File: config.mk
export PLATFORM = sky130hd
export DESIGN_NAME = branch_misc_exec
export DESIGN_NICKNAME = d
export VERILOG_FILES = /design/src/include/branch_misc_pkg.sv /design/src/hdl/branch_misc_exec.sv
export SDC_FILE = /design/constraint.sdc
export NUM_CORES = 2
export LEC_CHECK = 0
export BUFFER_PORTS_ARGS = -buffer_cell sky130_fd_sc_hd__buf_4
export CORE_ASPECT_RATIO = 1.25
export CORE_MARGIN = 5
export CORE_UTILIZATION = 40
export CTS_BUF_LIST = sky130_fd_sc_hd__clkbuf_4 sky130_fd_sc_hd__clkbuf_8 sky130_fd_sc_hd__clkbuf_16
export CTS_CLUSTER_SIZE = 25
export DETAILED_ROUTE_END_ITERATION = 10
export PLACE_DENSITY = 0.64
export SETUP_SLACK_MARGIN = 0.2
export SLEW_MARGIN = 20
export SYNTH_ARGS = -nofsm -noshare
export SYNTH_HDL_FRONTEND = slang
export SYNTH_SLANG_ARGS = --single-unit
File: constraint.sdc
create_clock -name core_clk -period 4.5 [get_ports core_clk]
set_input_delay 0.675 -clock core_clk [delete_from_list [all_inputs] [get_ports core_clk]]
set_output_delay 0.675 -clock core_clk [all_outputs]
set_load 0.005 [all_outputs]
File: src/include/branch_misc_pkg.sv
// Constants, types and the state record of the branch and miscellaneous
// instruction execution block. Assumes a 32-bit APB slave port, byte addresses.
package branch_misc_pkg;

  // Register byte addresses
  localparam logic [7:0] A_CMD  = 8'h00;
  localparam logic [7:0] A_OPND = 8'h04;
  localparam logic [7:0] A_STAT = 8'h08;
  localparam logic [7:0] A_ACC  = 8'h0C;
  localparam logic [7:0] A_PC   = 8'h10;
  localparam logic [7:0] A_TABLE_READ_UPPER = 8'h14;
  localparam logic [7:0] A_WDT  = 8'h18;
  localparam logic [7:0] A_MADR = 8'h1C;
  localparam logic [7:0] A_MDAT = 8'h20;
  localparam logic [7:0] A_WAKE = 8'h24;

  // Command word fields
  localparam int CMD_OP_LSB  = 0;
  localparam int CMD_M_LSB   = 8;
  localparam int CMD_BIT_LSB = 16;

  // Status word fields
  localparam int ST_BUSY_B = 0;
  localparam int ST_SLP_B  = 1;
  localparam int ST_TO_B   = 2;
  localparam int ST_PD_B   = 3;
  localparam int ST_SKIP_B = 4;
  localparam int ST_PRE1_B = 5;
  localparam int ST_PRE2_B = 6;
  localparam int ST_SP_LSB = 8;

  // Special data bytes and timing
  localparam logic [5:0] PCL_ADDR     = 6'h06;
  localparam logic [5:0] TBLP_ADDR    = 6'h07;
  localparam logic [3:0] LAST_PAGE    = 4'hF;
  localparam logic [7:0] WDT_MAX      = 8'hFF;
  localparam logic [1:0] PRESC_LAST   = 2'h3;
  localparam int         CLK_PER_ICYC = 4;

  typedef enum logic [4:0] {
    OP_BRANCH = 5'h00, OP_SKIP_CLEAR = 5'h01, OP_COPY_TEST = 5'h02,
    OP_BIT_LOW = 5'h03, OP_BIT_HIGH = 5'h04, OP_INCR_SKIP = 5'h05,
    OP_DECR_SKIP = 5'h06, OP_INCR_ACC = 5'h07, OP_DECR_ACC = 5'h08,
    OP_CALL = 5'h09, OP_SUB_EXIT = 5'h0A, OP_SUB_EXIT_IMM = 5'h0B,
    OP_IRQ_EXIT = 5'h0C, OP_TBL_CUR = 5'h0D, OP_TBL_FINAL = 5'h0E,
    OP_IDLE = 5'h0F, OP_BYTE_ZERO = 5'h10, OP_BYTE_ONES = 5'h11,
    OP_WD_RESTART = 5'h12, OP_WD_FIRST = 5'h13, OP_WD_SECOND = 5'h14,
    OP_NIB_EXCH = 5'h15, OP_NIB_EXCH_ACC = 5'h16, OP_SLEEP = 5'h17
  } op_t;

  typedef enum logic [2:0] {
    ST_IDLE = 3'b001, ST_EXEC = 3'b010, ST_SLEEP = 3'b100
  } fsm_t;

  typedef struct packed {
    fsm_t             st;
    logic [3:0]       cyc;
    logic [1:0]       presc;
    logic [7:0]       wdt;
    logic             to_f;
    logic             pd_f;
    logic             pre1;
    logic             pre2;
    logic             skip;
    logic             sleep_pend;
    logic             tbl_pend;
    logic [5:0]       dst;
    logic [7:0]       acc;
    logic [11:0]      pc;
    logic [11:0]      prog_addr;
    logic [6:0]       table_read_upper;
    logic [2:0]       sp;
    logic [7:0][11:0] stack;
    logic [63:0][7:0] mem;
    logic [11:0]      opnd;
    logic [5:0]       madr;
    logic [31:0]      rdata;
  } core_state_t;

  localparam core_state_t STATE_RST = '{st: ST_IDLE, default: '0};

endpackage

File: src/hdl/branch_misc_exec.sv
// Execution unit for the branch, skip, table read and miscellaneous groups
// of a small 8-bit core, driven one instruction at a time over APB.
// Assumes program memory answers a registered address on the next clock.
//
// Function
// [RULE1] Skip-if-zero runs next only if byte nonzero
// [RULE2] Copy byte to accumulator, skip when zero
// [RULE3] Bit tests skip on zero, or one
// [RULE4] Bit select addresses bits zero to seven
// [RULE5] Increment to memory, skip on zero, both penalties
// [RULE6] Decrement to memory, skip on zero, both penalties
// [RULE7] Accumulator forms keep memory, skip on zero
// [RULE8] A taken skip adds one instruction cycle
// [RULE9] Program-counter-low destination adds one cycle
// [RULE10] Call and returns take two cycles
// [RULE11] Current-page table read fills byte and upper
// [RULE12] Final-page table read, same, two cycles
// [RULE13] Completed pre-clear pair clears both flags
// [RULE14] Lone pre-clear leaves both flags unchanged
// [RULE15] Nibble exchange in place, one cycle
// [RULE16] Nibble exchange into accumulator, byte untouched
// [RULE17] Sleep takes one cycle, updates both flags
// [RULE18] Listed instructions change no status flag
// [RULE19] Watchdog restart zeroes count, clears flags
// [RULE20] Sleep stops, clears watchdog, sets sleep flag
// [RULE21] Call pushes next address, loads target
// [RULE22] Branch takes two cycles; idle does nothing
// [RULE23] Byte zero or ones, one cycle plus penalty
//
// Chosen here: the register addresses and register access over APB.
`timescale 1ns/10ps

module branch_misc_exec
  import branch_misc_pkg::*;
(
  input  wire logic        core_clk,             // System clock, 25 MHz
  input  wire logic        rstn,                 // Synchronous reset, active low
  input  wire logic        psel,                 // APB select
  input  wire logic        penable,              // APB access phase
  input  wire logic        pwrite,               // APB direction, high for write
  input  wire logic [7:0]  paddr,                // APB byte address
  input  wire logic [31:0] pwdata,               // APB write data
  output logic      [31:0] prdata,               // APB read data, registered
  output logic             pready,               // APB ready, never stalls
  output logic             pslverr,              // APB error on bad access
  output logic      [11:0] prog_addr,            // Program memory word address
  input  wire logic [14:0] prog_data,            // Program memory word
  output logic             busy,                 // Instruction in progress
  output logic             sleeping,             // Execution and clock stopped
  output logic             watchdog_expiry_flag, // Watchdog timeout flag
  output logic             sleep_entered_flag    // Power-down flag
);

  core_state_t s;
  core_state_t n;

  logic        acc_ph;
  logic        wr_acc;
  logic        tick;
  logic        ovf;
  logic        we;
  logic [5:0]  wa;
  logic [7:0]  wv;
  logic        wd_clr;
  logic        skip;
  logic        pcl_pen;
  logic [1:0]  icyc;
  logic [5:0]  m;
  logic [2:0]  bsel;
  logic [7:0]  mv;
  logic [7:0]  inc_v;
  logic [7:0]  dec_v;
  logic [11:0] pc_inc;

  // Data byte read; the low program counter byte stands in its slot
  function automatic logic [7:0] rd_byte(input core_state_t st, input logic [5:0] a);
    return (a == PCL_ADDR) ? st.pc[7:0] : st.mem[a];
  endfunction

  // Exchange the two nibbles of a byte
  function automatic logic [7:0] nib_x(input logic [7:0] v);
    return {v[3:0], v[7:4]};
  endfunction

  // Address decode, shared by write strobe and error answer
  function automatic logic addr_ok(input logic [7:0] a);
    case (a)
      A_CMD, A_OPND, A_STAT, A_ACC, A_PC, A_TABLE_READ_UPPER, A_WDT, A_MADR, A_MDAT, A_WAKE:
        return 1'b1;
      default:
        return 1'b0;
    endcase
  endfunction

  // Read multiplexer; write-only registers read as zero
  function automatic logic [31:0] rd_mux(input core_state_t st, input logic [7:0] a);
    logic [31:0] r;
    r = 32'h0000_0000;
    case (a)
      A_OPND: r[11:0] = st.opnd;
      A_STAT: begin
        r[ST_BUSY_B]            = (st.st == ST_EXEC);
        r[ST_SLP_B]             = (st.st == ST_SLEEP);
        r[ST_TO_B]              = st.to_f;
        r[ST_PD_B]              = st.pd_f;
        r[ST_SKIP_B]            = st.skip;
        r[ST_PRE1_B]            = st.pre1;
        r[ST_PRE2_B]            = st.pre2;
        r[ST_SP_LSB +: 3]       = st.sp;
      end
      A_ACC:  r[7:0]  = st.acc;
      A_PC:   r[11:0] = st.pc;
      A_TABLE_READ_UPPER: r[6:0]  = st.table_read_upper;
      A_WDT:  r[7:0]  = st.wdt;
      A_MADR: r[5:0]  = st.madr;
      A_MDAT: r[7:0]  = st.mem[st.madr];
      default: r = 32'h0000_0000;
    endcase
    return r;
  endfunction

  // Bus phases and command fields
  assign acc_ph = psel && penable;
  assign wr_acc = acc_ph && pwrite && addr_ok(paddr);
  assign m      = pwdata[CMD_M_LSB +: 6];
  assign bsel   = pwdata[CMD_BIT_LSB +: 3]; // RULE4
  assign mv     = rd_byte(s, m);
  assign inc_v  = mv + 8'h01;
  assign dec_v  = mv - 8'h01;
  assign pc_inc = s.pc + 12'h001;

  // Zero-wait slave: read data is captured in the setup cycle
  assign pready  = 1'b1;
  assign prdata  = s.rdata;
  assign pslverr = acc_ph && (!addr_ok(paddr) ||
                   (pwrite && paddr == A_CMD && s.st != ST_IDLE));

  assign prog_addr            = s.prog_addr;
  assign busy                 = (s.st == ST_EXEC);
  assign sleeping             = (s.st == ST_SLEEP); // RULE20
  assign watchdog_expiry_flag = s.to_f;
  assign sleep_entered_flag   = s.pd_f;

  // Next-state logic: prescaler, watchdog, sequencing, bus and instructions
  always_comb begin
    n       = s;
    we      = 1'b0;
    wa      = m;
    wv      = 8'h00;
    wd_clr  = 1'b0;
    skip    = 1'b0;
    pcl_pen = 1'b0;
    icyc    = 2'd1;

    // The prescaler only runs while the system clock would run
    tick = (s.st != ST_SLEEP) && (s.presc == PRESC_LAST);
    ovf  = tick && (s.wdt == WDT_MAX);
    if (s.st != ST_SLEEP) begin
      n.presc = s.presc + 2'h1;
    end
    if (tick) begin
      n.wdt = s.wdt + 8'h01;
    end

    // Count out the clocks of the running instruction
    case (s.st)
      ST_IDLE: begin
      end
      ST_EXEC: begin
        if (s.cyc == 4'h0) begin
          n.st         = s.sleep_pend ? ST_SLEEP : ST_IDLE;
          n.sleep_pend = 1'b0;
        end else begin
          n.cyc = s.cyc - 4'h1;
        end
      end
      ST_SLEEP: begin
      end
      default: n.st = ST_IDLE;
    endcase

    // Table word arrives one clock after its address was registered
    if (s.tbl_pend) begin
      n.tbl_pend = 1'b0;
      n.table_read_upper     = prog_data[14:8]; // RULE11 RULE12
      we         = 1'b1;
      wa         = s.dst;
      wv         = prog_data[7:0];
    end

    // Read data is latched in the setup cycle so prdata comes from a flop
    if (psel && !penable) begin
      n.rdata = rd_mux(s, paddr);
    end

    if (wr_acc) begin
      case (paddr)
        A_OPND: n.opnd = pwdata[11:0];
        A_ACC:  n.acc  = pwdata[7:0];
        A_MADR: n.madr = pwdata[5:0];
        A_MDAT: n.mem[s.madr] = pwdata[7:0];
        A_WAKE: begin
          if (s.st == ST_SLEEP) begin
            n.st = ST_IDLE;
          end
        end
        A_CMD: begin
          // Commands are refused while busy or asleep
          if (s.st == ST_IDLE) begin
            n.pc = pc_inc;
            case (op_t'(pwdata[CMD_OP_LSB +: 5]))
              OP_BRANCH: begin
                icyc = 2'd2; // RULE22
                n.pc = s.opnd;
              end
              OP_SKIP_CLEAR: skip = (mv == 8'h00); // RULE1
              OP_COPY_TEST: begin
                n.acc = mv; // RULE2
                skip  = (mv == 8'h00);
              end
              OP_BIT_LOW:  skip = !mv[bsel]; // RULE3
              OP_BIT_HIGH: skip = mv[bsel];  // RULE3
              OP_INCR_SKIP: begin
                we   = 1'b1; // RULE5
                wv   = inc_v;
                skip = (inc_v == 8'h00);
              end
              OP_DECR_SKIP: begin
                we   = 1'b1; // RULE6
                wv   = dec_v;
                skip = (dec_v == 8'h00);
              end
              OP_INCR_ACC: begin
                n.acc = inc_v; // RULE7
                skip  = (inc_v == 8'h00);
              end
              OP_DECR_ACC: begin
                n.acc = dec_v; // RULE7
                skip  = (dec_v == 8'h00);
              end
              OP_CALL: begin
                icyc          = 2'd2; // RULE10
                n.stack[s.sp] = pc_inc; // RULE21
                n.sp          = s.sp + 3'h1;
                n.pc          = s.opnd;
              end
              OP_SUB_EXIT, OP_IRQ_EXIT: begin
                icyc = 2'd2; // RULE10
                n.sp = s.sp - 3'h1;
                n.pc = s.stack[s.sp - 3'h1];
              end
              OP_SUB_EXIT_IMM: begin
                icyc  = 2'd2; // RULE10
                n.sp  = s.sp - 3'h1;
                n.pc  = s.stack[s.sp - 3'h1];
                n.acc = s.opnd[7:0];
              end
              OP_TBL_CUR: begin
                icyc        = 2'd2; // RULE11
                n.prog_addr = {s.pc[11:8], rd_byte(s, TBLP_ADDR)};
                n.tbl_pend  = 1'b1;
                n.dst       = m;
                pcl_pen     = (m == PCL_ADDR);
              end
              OP_TBL_FINAL: begin
                icyc        = 2'd2; // RULE12
                n.prog_addr = {LAST_PAGE, rd_byte(s, TBLP_ADDR)};
                n.tbl_pend  = 1'b1;
                n.dst       = m;
                pcl_pen     = (m == PCL_ADDR);
              end
              OP_BYTE_ZERO: begin
                we = 1'b1; // RULE23
                wv = 8'h00;
              end
              OP_BYTE_ONES: begin
                we = 1'b1; // RULE23
                wv = 8'hFF;
              end
              OP_WD_RESTART: wd_clr = 1'b1; // RULE19
              OP_WD_FIRST: begin
                // The pair may complete in either order
                if (s.pre2) begin
                  wd_clr = 1'b1; // RULE13
                end else begin
                  n.pre1 = 1'b1; // RULE14
                end
              end
              OP_WD_SECOND: begin
                if (s.pre1) begin
                  wd_clr = 1'b1; // RULE13
                end else begin
                  n.pre2 = 1'b1; // RULE14
                end
              end
              OP_NIB_EXCH: begin
                we = 1'b1; // RULE15
                wv = nib_x(mv);
              end
              OP_NIB_EXCH_ACC: n.acc = nib_x(mv); // RULE16
              OP_SLEEP: begin
                n.sleep_pend = 1'b1; // RULE17 RULE20
                n.pd_f       = 1'b1;
                n.to_f       = 1'b0;
                n.wdt        = 8'h00;
                n.presc      = 2'h0;
              end
              // Idle and unknown codes: one cycle, nothing else moves
              default: icyc = 2'd1; // RULE22 RULE18
            endcase
            if (we && m == PCL_ADDR) begin
              pcl_pen = 1'b1; // RULE9
            end
            if (skip) begin
              n.pc = s.pc + 12'h002; // RULE1
            end
            n.skip = skip;
            n.st   = ST_EXEC;
            // Each extra instruction cycle is four more system clocks
            n.cyc  = 4'((32'(icyc) + 32'(skip) + 32'(pcl_pen)) * CLK_PER_ICYC - 1); // RULE8 RULE9
          end
        end
        default: begin
        end
      endcase
    end

    // One byte write port; the low program counter byte is mapped in
    if (we) begin
      if (wa == PCL_ADDR) begin
        n.pc = {n.pc[11:8], wv}; // RULE9
      end else begin
        n.mem[wa] = wv;
      end
    end

    // Watchdog clear also restarts the prescaler and drops any half pair
    if (wd_clr) begin
      n.wdt   = 8'h00; // RULE19 RULE13
      n.presc = 2'h0;
      n.to_f  = 1'b0;
      n.pd_f  = 1'b0;
      n.pre1  = 1'b0;
      n.pre2  = 1'b0;
    end

    // A timeout in the same clock as a clear still lands
    if (ovf) begin
      n.to_f = 1'b1;
    end
  end

  // State register
  always_ff @(posedge core_clk) begin
    if (!rstn) begin
      s <= STATE_RST;
    end else begin
      s <= n;
    end
  end

endmodule

* Word-level counts from Yosys, hierarchy flattened
Cells that the tools add are included.
** Storage, ports and cells
- Logic and storage cells :: 307
- Output and inout port bits :: 50
- Register bits after elaboration :: 710
- Input port bits :: 60
** Cells by class
- Equal/unequal tests :: 42
- Magnitude comparators :: 9
- Bitwise gates (word level) :: 3
- Reduce and logical (&&, ||, !) cells :: 54
- Mux-type cells :: 95
- $add $sub $neg :: 12
** Operators with widths (number)
- $mux W512 :: 3
- $bwmux W512 :: 2
- $mux W530 :: 1
- $mux W62 :: 2
- $bmux W8 S6 :: 2
- $bwmux W96 :: 1
- $demux W8 S6 :: 2
- $mux W8 :: 12
- $pmux W8 S5 :: 2
- $mux W12 :: 5
- $pmux W12 S2 :: 2
- $pmux W6 S8 :: 1
- $eq A5 B5 Y1 const B :: 8
- $bmux W12 S3 :: 1
- $demux W12 S3 :: 1
- $eq A5 B4 Y1 const B :: 7
- $eq A8 B5 Y1 const B :: 4
- $logic_not A8 Y1 :: 4
- $reduce_and A4 Y1 :: 8
- $mux W1 :: 31
- $mux W27 :: 1
- $mux W24 :: 1
- $lt A6 B7 Y1 const B :: 3
- $eq A5 B3 Y1 const B :: 4
- 56 further kinds :: 107

* Longest topological paths before layout
- Depth after elaboration :: 18
- Depth in mapped cells :: 21
- Mapped depth without buffers :: 15

* Worst setup path after synthesis
OpenSTA, ideal clock, no wires.
- Kind :: input -> register
- Start point :: input pwdata[8]
- End point :: register s[725] (netlist name)
- Path slack :: 0.088 ns
- Stages :: 17
- Arrival time :: 4.326 ns
- Library setup time :: 0.086 ns
- Buffers on the path :: 4
- Data required time :: 4.414 ns
- Cells stage by stage :: buf_6 -> mux4_2 -> mux4_2 -> nand2_1 -> o211ai_1 -> o211a_1 -> buf_4 -> or3_1 -> buf_4 -> xnor2_1 -> o41ai_1 -> a221oi_2 -> nand2_2 -> inv_1 -> buf_2 -> fa_1 -> a211oi_1
** On the way
- Cells in the longest elaborated chain, start to end :: 16
- Elaborated cells on any way between the ends :: 28
- Those cells by class :: 5 x add/sub; 1 x eq/ne; 17 x mux; 5 x reduce/logical
** Ends and longest elaborated chain
- start, declared :: line branch_misc_exec.sv:42 : input wire logic [31:0] pwdata,
- parallel branches: the longest is 11 deep, another holds $sub A8 B1 Y8
- $add A2 B1 Y2 (*) :: line branch_misc_exec.sv:320 : n.cyc = 4'((32'(icyc) + 32'(skip) + 32'(pcl_pen)) * CLK_PER_ICYC - 1);
- $sub A4 B1 Y4 (*) :: line branch_misc_exec.sv:320
- $mux W62 (*) :: line branch_misc_exec.sv:209 : if (s.st == ST_IDLE) begin
- $mux W27 (*) :: line branch_misc_exec.sv:197 : case (paddr)
- $mux W62 (*) :: line branch_misc_exec.sv:196 : if (wr_acc) begin
- end signal, assigned :: line branch_misc_exec.sv:358 : s <= n;
- end, declared :: line branch_misc_exec.sv:54 : core_state_t s;
Mark *: on every way between the ends. The select of a mux whose other input is x is not followed.
A chain may end at the register's enable or synchronous reset.

* Worst setup path in the final report
- Start point :: input pwdata[9]
- End point :: register s[489] (netlist name)
** On the way
- Cells in the longest elaborated chain, start to end :: 11
- Elaborated cells on any way between the ends :: 20
- Those cells by class :: 2 x add/sub; 2 x order compare; 2 x eq/ne; 13 x mux; 1 x reduce/logical
** Ends and longest elaborated chain
- $bmux W8 S6 :: line branch_misc_exec.sv:77 : return (a == PCL_ADDR) ? st.pc[7:0] : st.mem[a];
- $mux W8 (not written as such) :: line branch_misc_exec.sv:77
- $mux W8 :: line branch_misc_exec.sv:77
- $sub A8 B1 Y8 / $add A8 B1 Y8 (equally long branches) :: line branch_misc_exec.sv:129, branch_misc_exec.sv:128
- $pmux W8 S5 :: line branch_misc_exec.sv:211 : case (op_t'(pwdata[CMD_OP_LSB +: 5]))
- $mux W8 :: line branch_misc_exec.sv:209
- $mux W8 :: line branch_misc_exec.sv:197
- $mux W8 :: line branch_misc_exec.sv:196
- $bwmux W512 :: line branch_misc_exec.sv:333 : n.mem[wa] = wv;
- $mux W512 (*) :: line branch_misc_exec.sv:330 : if (wa == PCL_ADDR) begin
- $mux W512 (*) :: line branch_misc_exec.sv:329 : if (we) begin
Mark *: on every way between the ends. The rest lies on a longest branch, timed or not. The select of a mux whose other input is x is not followed.

==> results by group <==
Clocking
  • H-tree lvl count: 3
  • CTS Buf Count: 75
  • Maximum clock insertion buffer count: 3
  • TritonCTS clock tree: done
  • Root Driver: clkbuf_16
  • Clock sinks: 710
  • Clock transition at path regs: 0.06 ns
  • Hold Buf Count CTS: 0
  • Clock Latency Late Sink: 0.69 ns

Timing
  • Unrepaired setup endpoints after global routing: no
  • Rel. slew slack: 19.81%
  • Final Critical Period: 4.316 ns
  • Final hold slack: 0.2361 ns
  • Final hold violation count: 0
  • Crit share post-route: 95.90%
  • Worst Tran Pin Value: 1.200 ns
  • Clock Skew: 0.03553 ns
  • Fin. max-slew vios: 0
  • Fmax: 231.7 MHz
  • Fin worst setup slack: 0.1843 ns
  • Final setup TNS: 0 ns
  • Setup violations, final: 0

Detailed routing
  • 1st-pass router iterations: 9
  • DRC Markers: 0
  • Avg Vias per Cell: 6.782
  • Initial drt markers: 6050
  • Via Count: 45382
  • Drt total wl: 187.5 mm
  • Post-route antenna net violation count: 0
  • DR WL/cell: 28.03 um

Floorplan
  • Starting Density: 40.32%
  • Full die area: 111300 um^2
  • Row count: 132
  • Die Y: 371.8 um
  • Core Box Area: 103900 um^2
  • Die Wd: 299.4 um
  • Io pins: 110

Setup path
  • Worst EP required: 5.07 ns
  • Critical Path Fanout Max: 36
  • Worst EP arrival: 4.88 ns
  • CP endpoint kind: flip-flop
  • Startpoint Class: input port
  • Setup CP Type: in2reg
  • Cell count of the worst reg-to-reg path: 14

Yosys
  • Synth cell types: 81
  • Yosys top cell by area: dfxtp_1
  • Async SR Flop Fraction: 0%
  • YS warnings: 0
  • Largest cells by area after synthesis: dfxtp_1 34%, a311oi_1 8.5%, nand2_1 8.4%
  • Post-synthesis sequential area ratio: 33.94%
  • Commonest cells in the netlist: 932 x nand2_1, 740 x nor2_1, 710 x dfxtp_1, 455 x clkbuf_1, 407 x a311oi_1
  • Synth Area per Inst: 7.833 um^2
  • Count leader, synth: nand2_1
  • Syn Inst Count: 5347
  • Synth Register Bits: 710
  • Area share of the largest cell type after synthesis: 33.94%
  • Post-synth EDFFs: 0
  • Cell area after synthesis: 41880 um^2
  • Commonest register cell after synthesis: dfxtp_1

Power
  • Worst IR Drop VDD: 0.3099 mV
  • Leakage: 16.30 nW
  • Cell Pwr Density: 291.3 nW/um^2

Global routing
  • GRT Overall Usage: 31.96%
  • First-pass GRT wire length: 274.7 mm
  • Total grt overflow: 0
  • Largest net degree at the start of global routing: 143
  • Vias in the first global route: 42346
  • Number of antenna violations at the first check in global routing: 1

Min path
  • Worst hold path class: in2reg
  • Hold depth: 3

Cells and area
  • Final Net Count: 5367
  • Fin util: 45.89%
  • Diode count: 0
  • Layout fillers: 10069
  • Share of post-route cells with drive strength above 1: 14.87%
  • Area growth, synth to finish: 13.82%
  • Fin area: 47670 um^2

Outcome
  • Status: complete, no violations

Place
  • Dpl ws: -0.5526 ns
  • Routability cong.: 1.043
  • Post-DP HPWL: 125.3 mm
  • PortBufs: 73
  • Area after detailed placement: 45060 um^2

Job
  • Max cap viols: 0
-- routing by layer --
metal / wire, um / track usage (%) / vias up
li1: - / - / 19596
met4: 16180 / 23.23 / 2
met5: 12 / 0 / -
met3: 20710 / 7.019 / 826
met2: 81770 / 49.44 / 3264
met1: 68870 / 39.30 / 21694
-- power breakdown --
part           switching [W]  internal [W]
clock network        0.00285       0.00376
registers         0.00000398       0.00629
logic               0.000654      0.000325
total                0.00351        0.0104
-- registers in the layout, indices dropped and copies added (netlist names) --
signal and count:
prdata 12, prog_addr 12, s 684, sleep_entered_flag 1
watchdog_expiry_flag 1
-- cells in the final DEF (no fill, tap or decap), drive strengths merged, types with 20 or more instances in the layout --
cell type and instances:
nand2 933, a21oi 207, nor2b 42, xor2 25
a311oi 419, a22o 46, and3 23, nor3 37
xnor2 22, nand3 206, mux4 106, clkbuf 105
conb 21, nor2 740, a31o 20, nand4 46
a31oi 74, dfxtp 710, o22ai 22, o21ai 278
inv 26, a22oi 219, a211oi 71, a221oi 55
buf 446, mux2i 202
-- through the flow --
| stage | power, W | instances |
|---|---|---|
| 2_1_floorplan | 0.006955 | 5366 |
| 3_3_place_gp | 0.007366 | 6558 |
| 3_5_place_dp | 0.007366 | 6558 |
| 4_1_cts | 0.01387 | 6691 |
| 5_1_grt | 0.01418 | 6692 |
| 6_report | 0.01388 | 6692 |
-- cell type report --
cell class | instances | area, um^2 | area share (%)
Clock buffer | 105 | 2230 | 4.677
Clock inverter | 28 | 306.5 | 0.6431
Inverter | 23 | 93.84 | 0.1969
Multi-Input combinational cell | 4040 | 25300 | 53.07
Sequential cell | 710 | 14220 | 29.83
Tap cell | 1340 | 1677 | 3.517
Timing Repair Buffer | 446 | 3844 | 8.063
-- critical path, stage by stage --
cell and delay, ns:
buf_4 0.28, buf_6 0.23, mux4_2 0.56, a32oi_1 0.27, buf_4 0.19, nand4b_1 0.43, o221a_4 0.32, or2_2 0.35
nor4b_4 0.23, xor2_1 0.23, nand2_1 0.09, a31o_2 0.29, buf_12 0.20, nor2b_1 0.17, a311oi_2 0.30
-- final timing paths --
path	startpoint	endpoint	slack, ns
worst max-delay path	pwdata[9]	s[489]	0.18
worst min-delay path	prog_data[13]	s[666]	0.24
worst max register to register	s[226]	s[489]	0.36
worst min register to register	s[580]	s[580]	0.45
-- kinds of logic (layout without fill, tap and decap cells) --
group,after synthesis,count (layout),synth area share [%]
and+or+nand+nor,2121,2121,21.20
AOI/OAI and AO/OA,1513,1513,26.14
DFF,710,710,33.94
buffers and inverters,616,602,6.339
muxes,327,327,11.04
xor gates and xnor gates,47,47,0.9829
adders and majority gates,11,11,0.3465
other,2,21,0.01793
-- what timing repair did --
action,4_1_cts,5_1_grt
setup endpoints to repair,11,129
buffers inserted,0,1
resized for setup,2,9
pin swaps,0,1
Note: power is estimated with default switching activity, not from simulation.
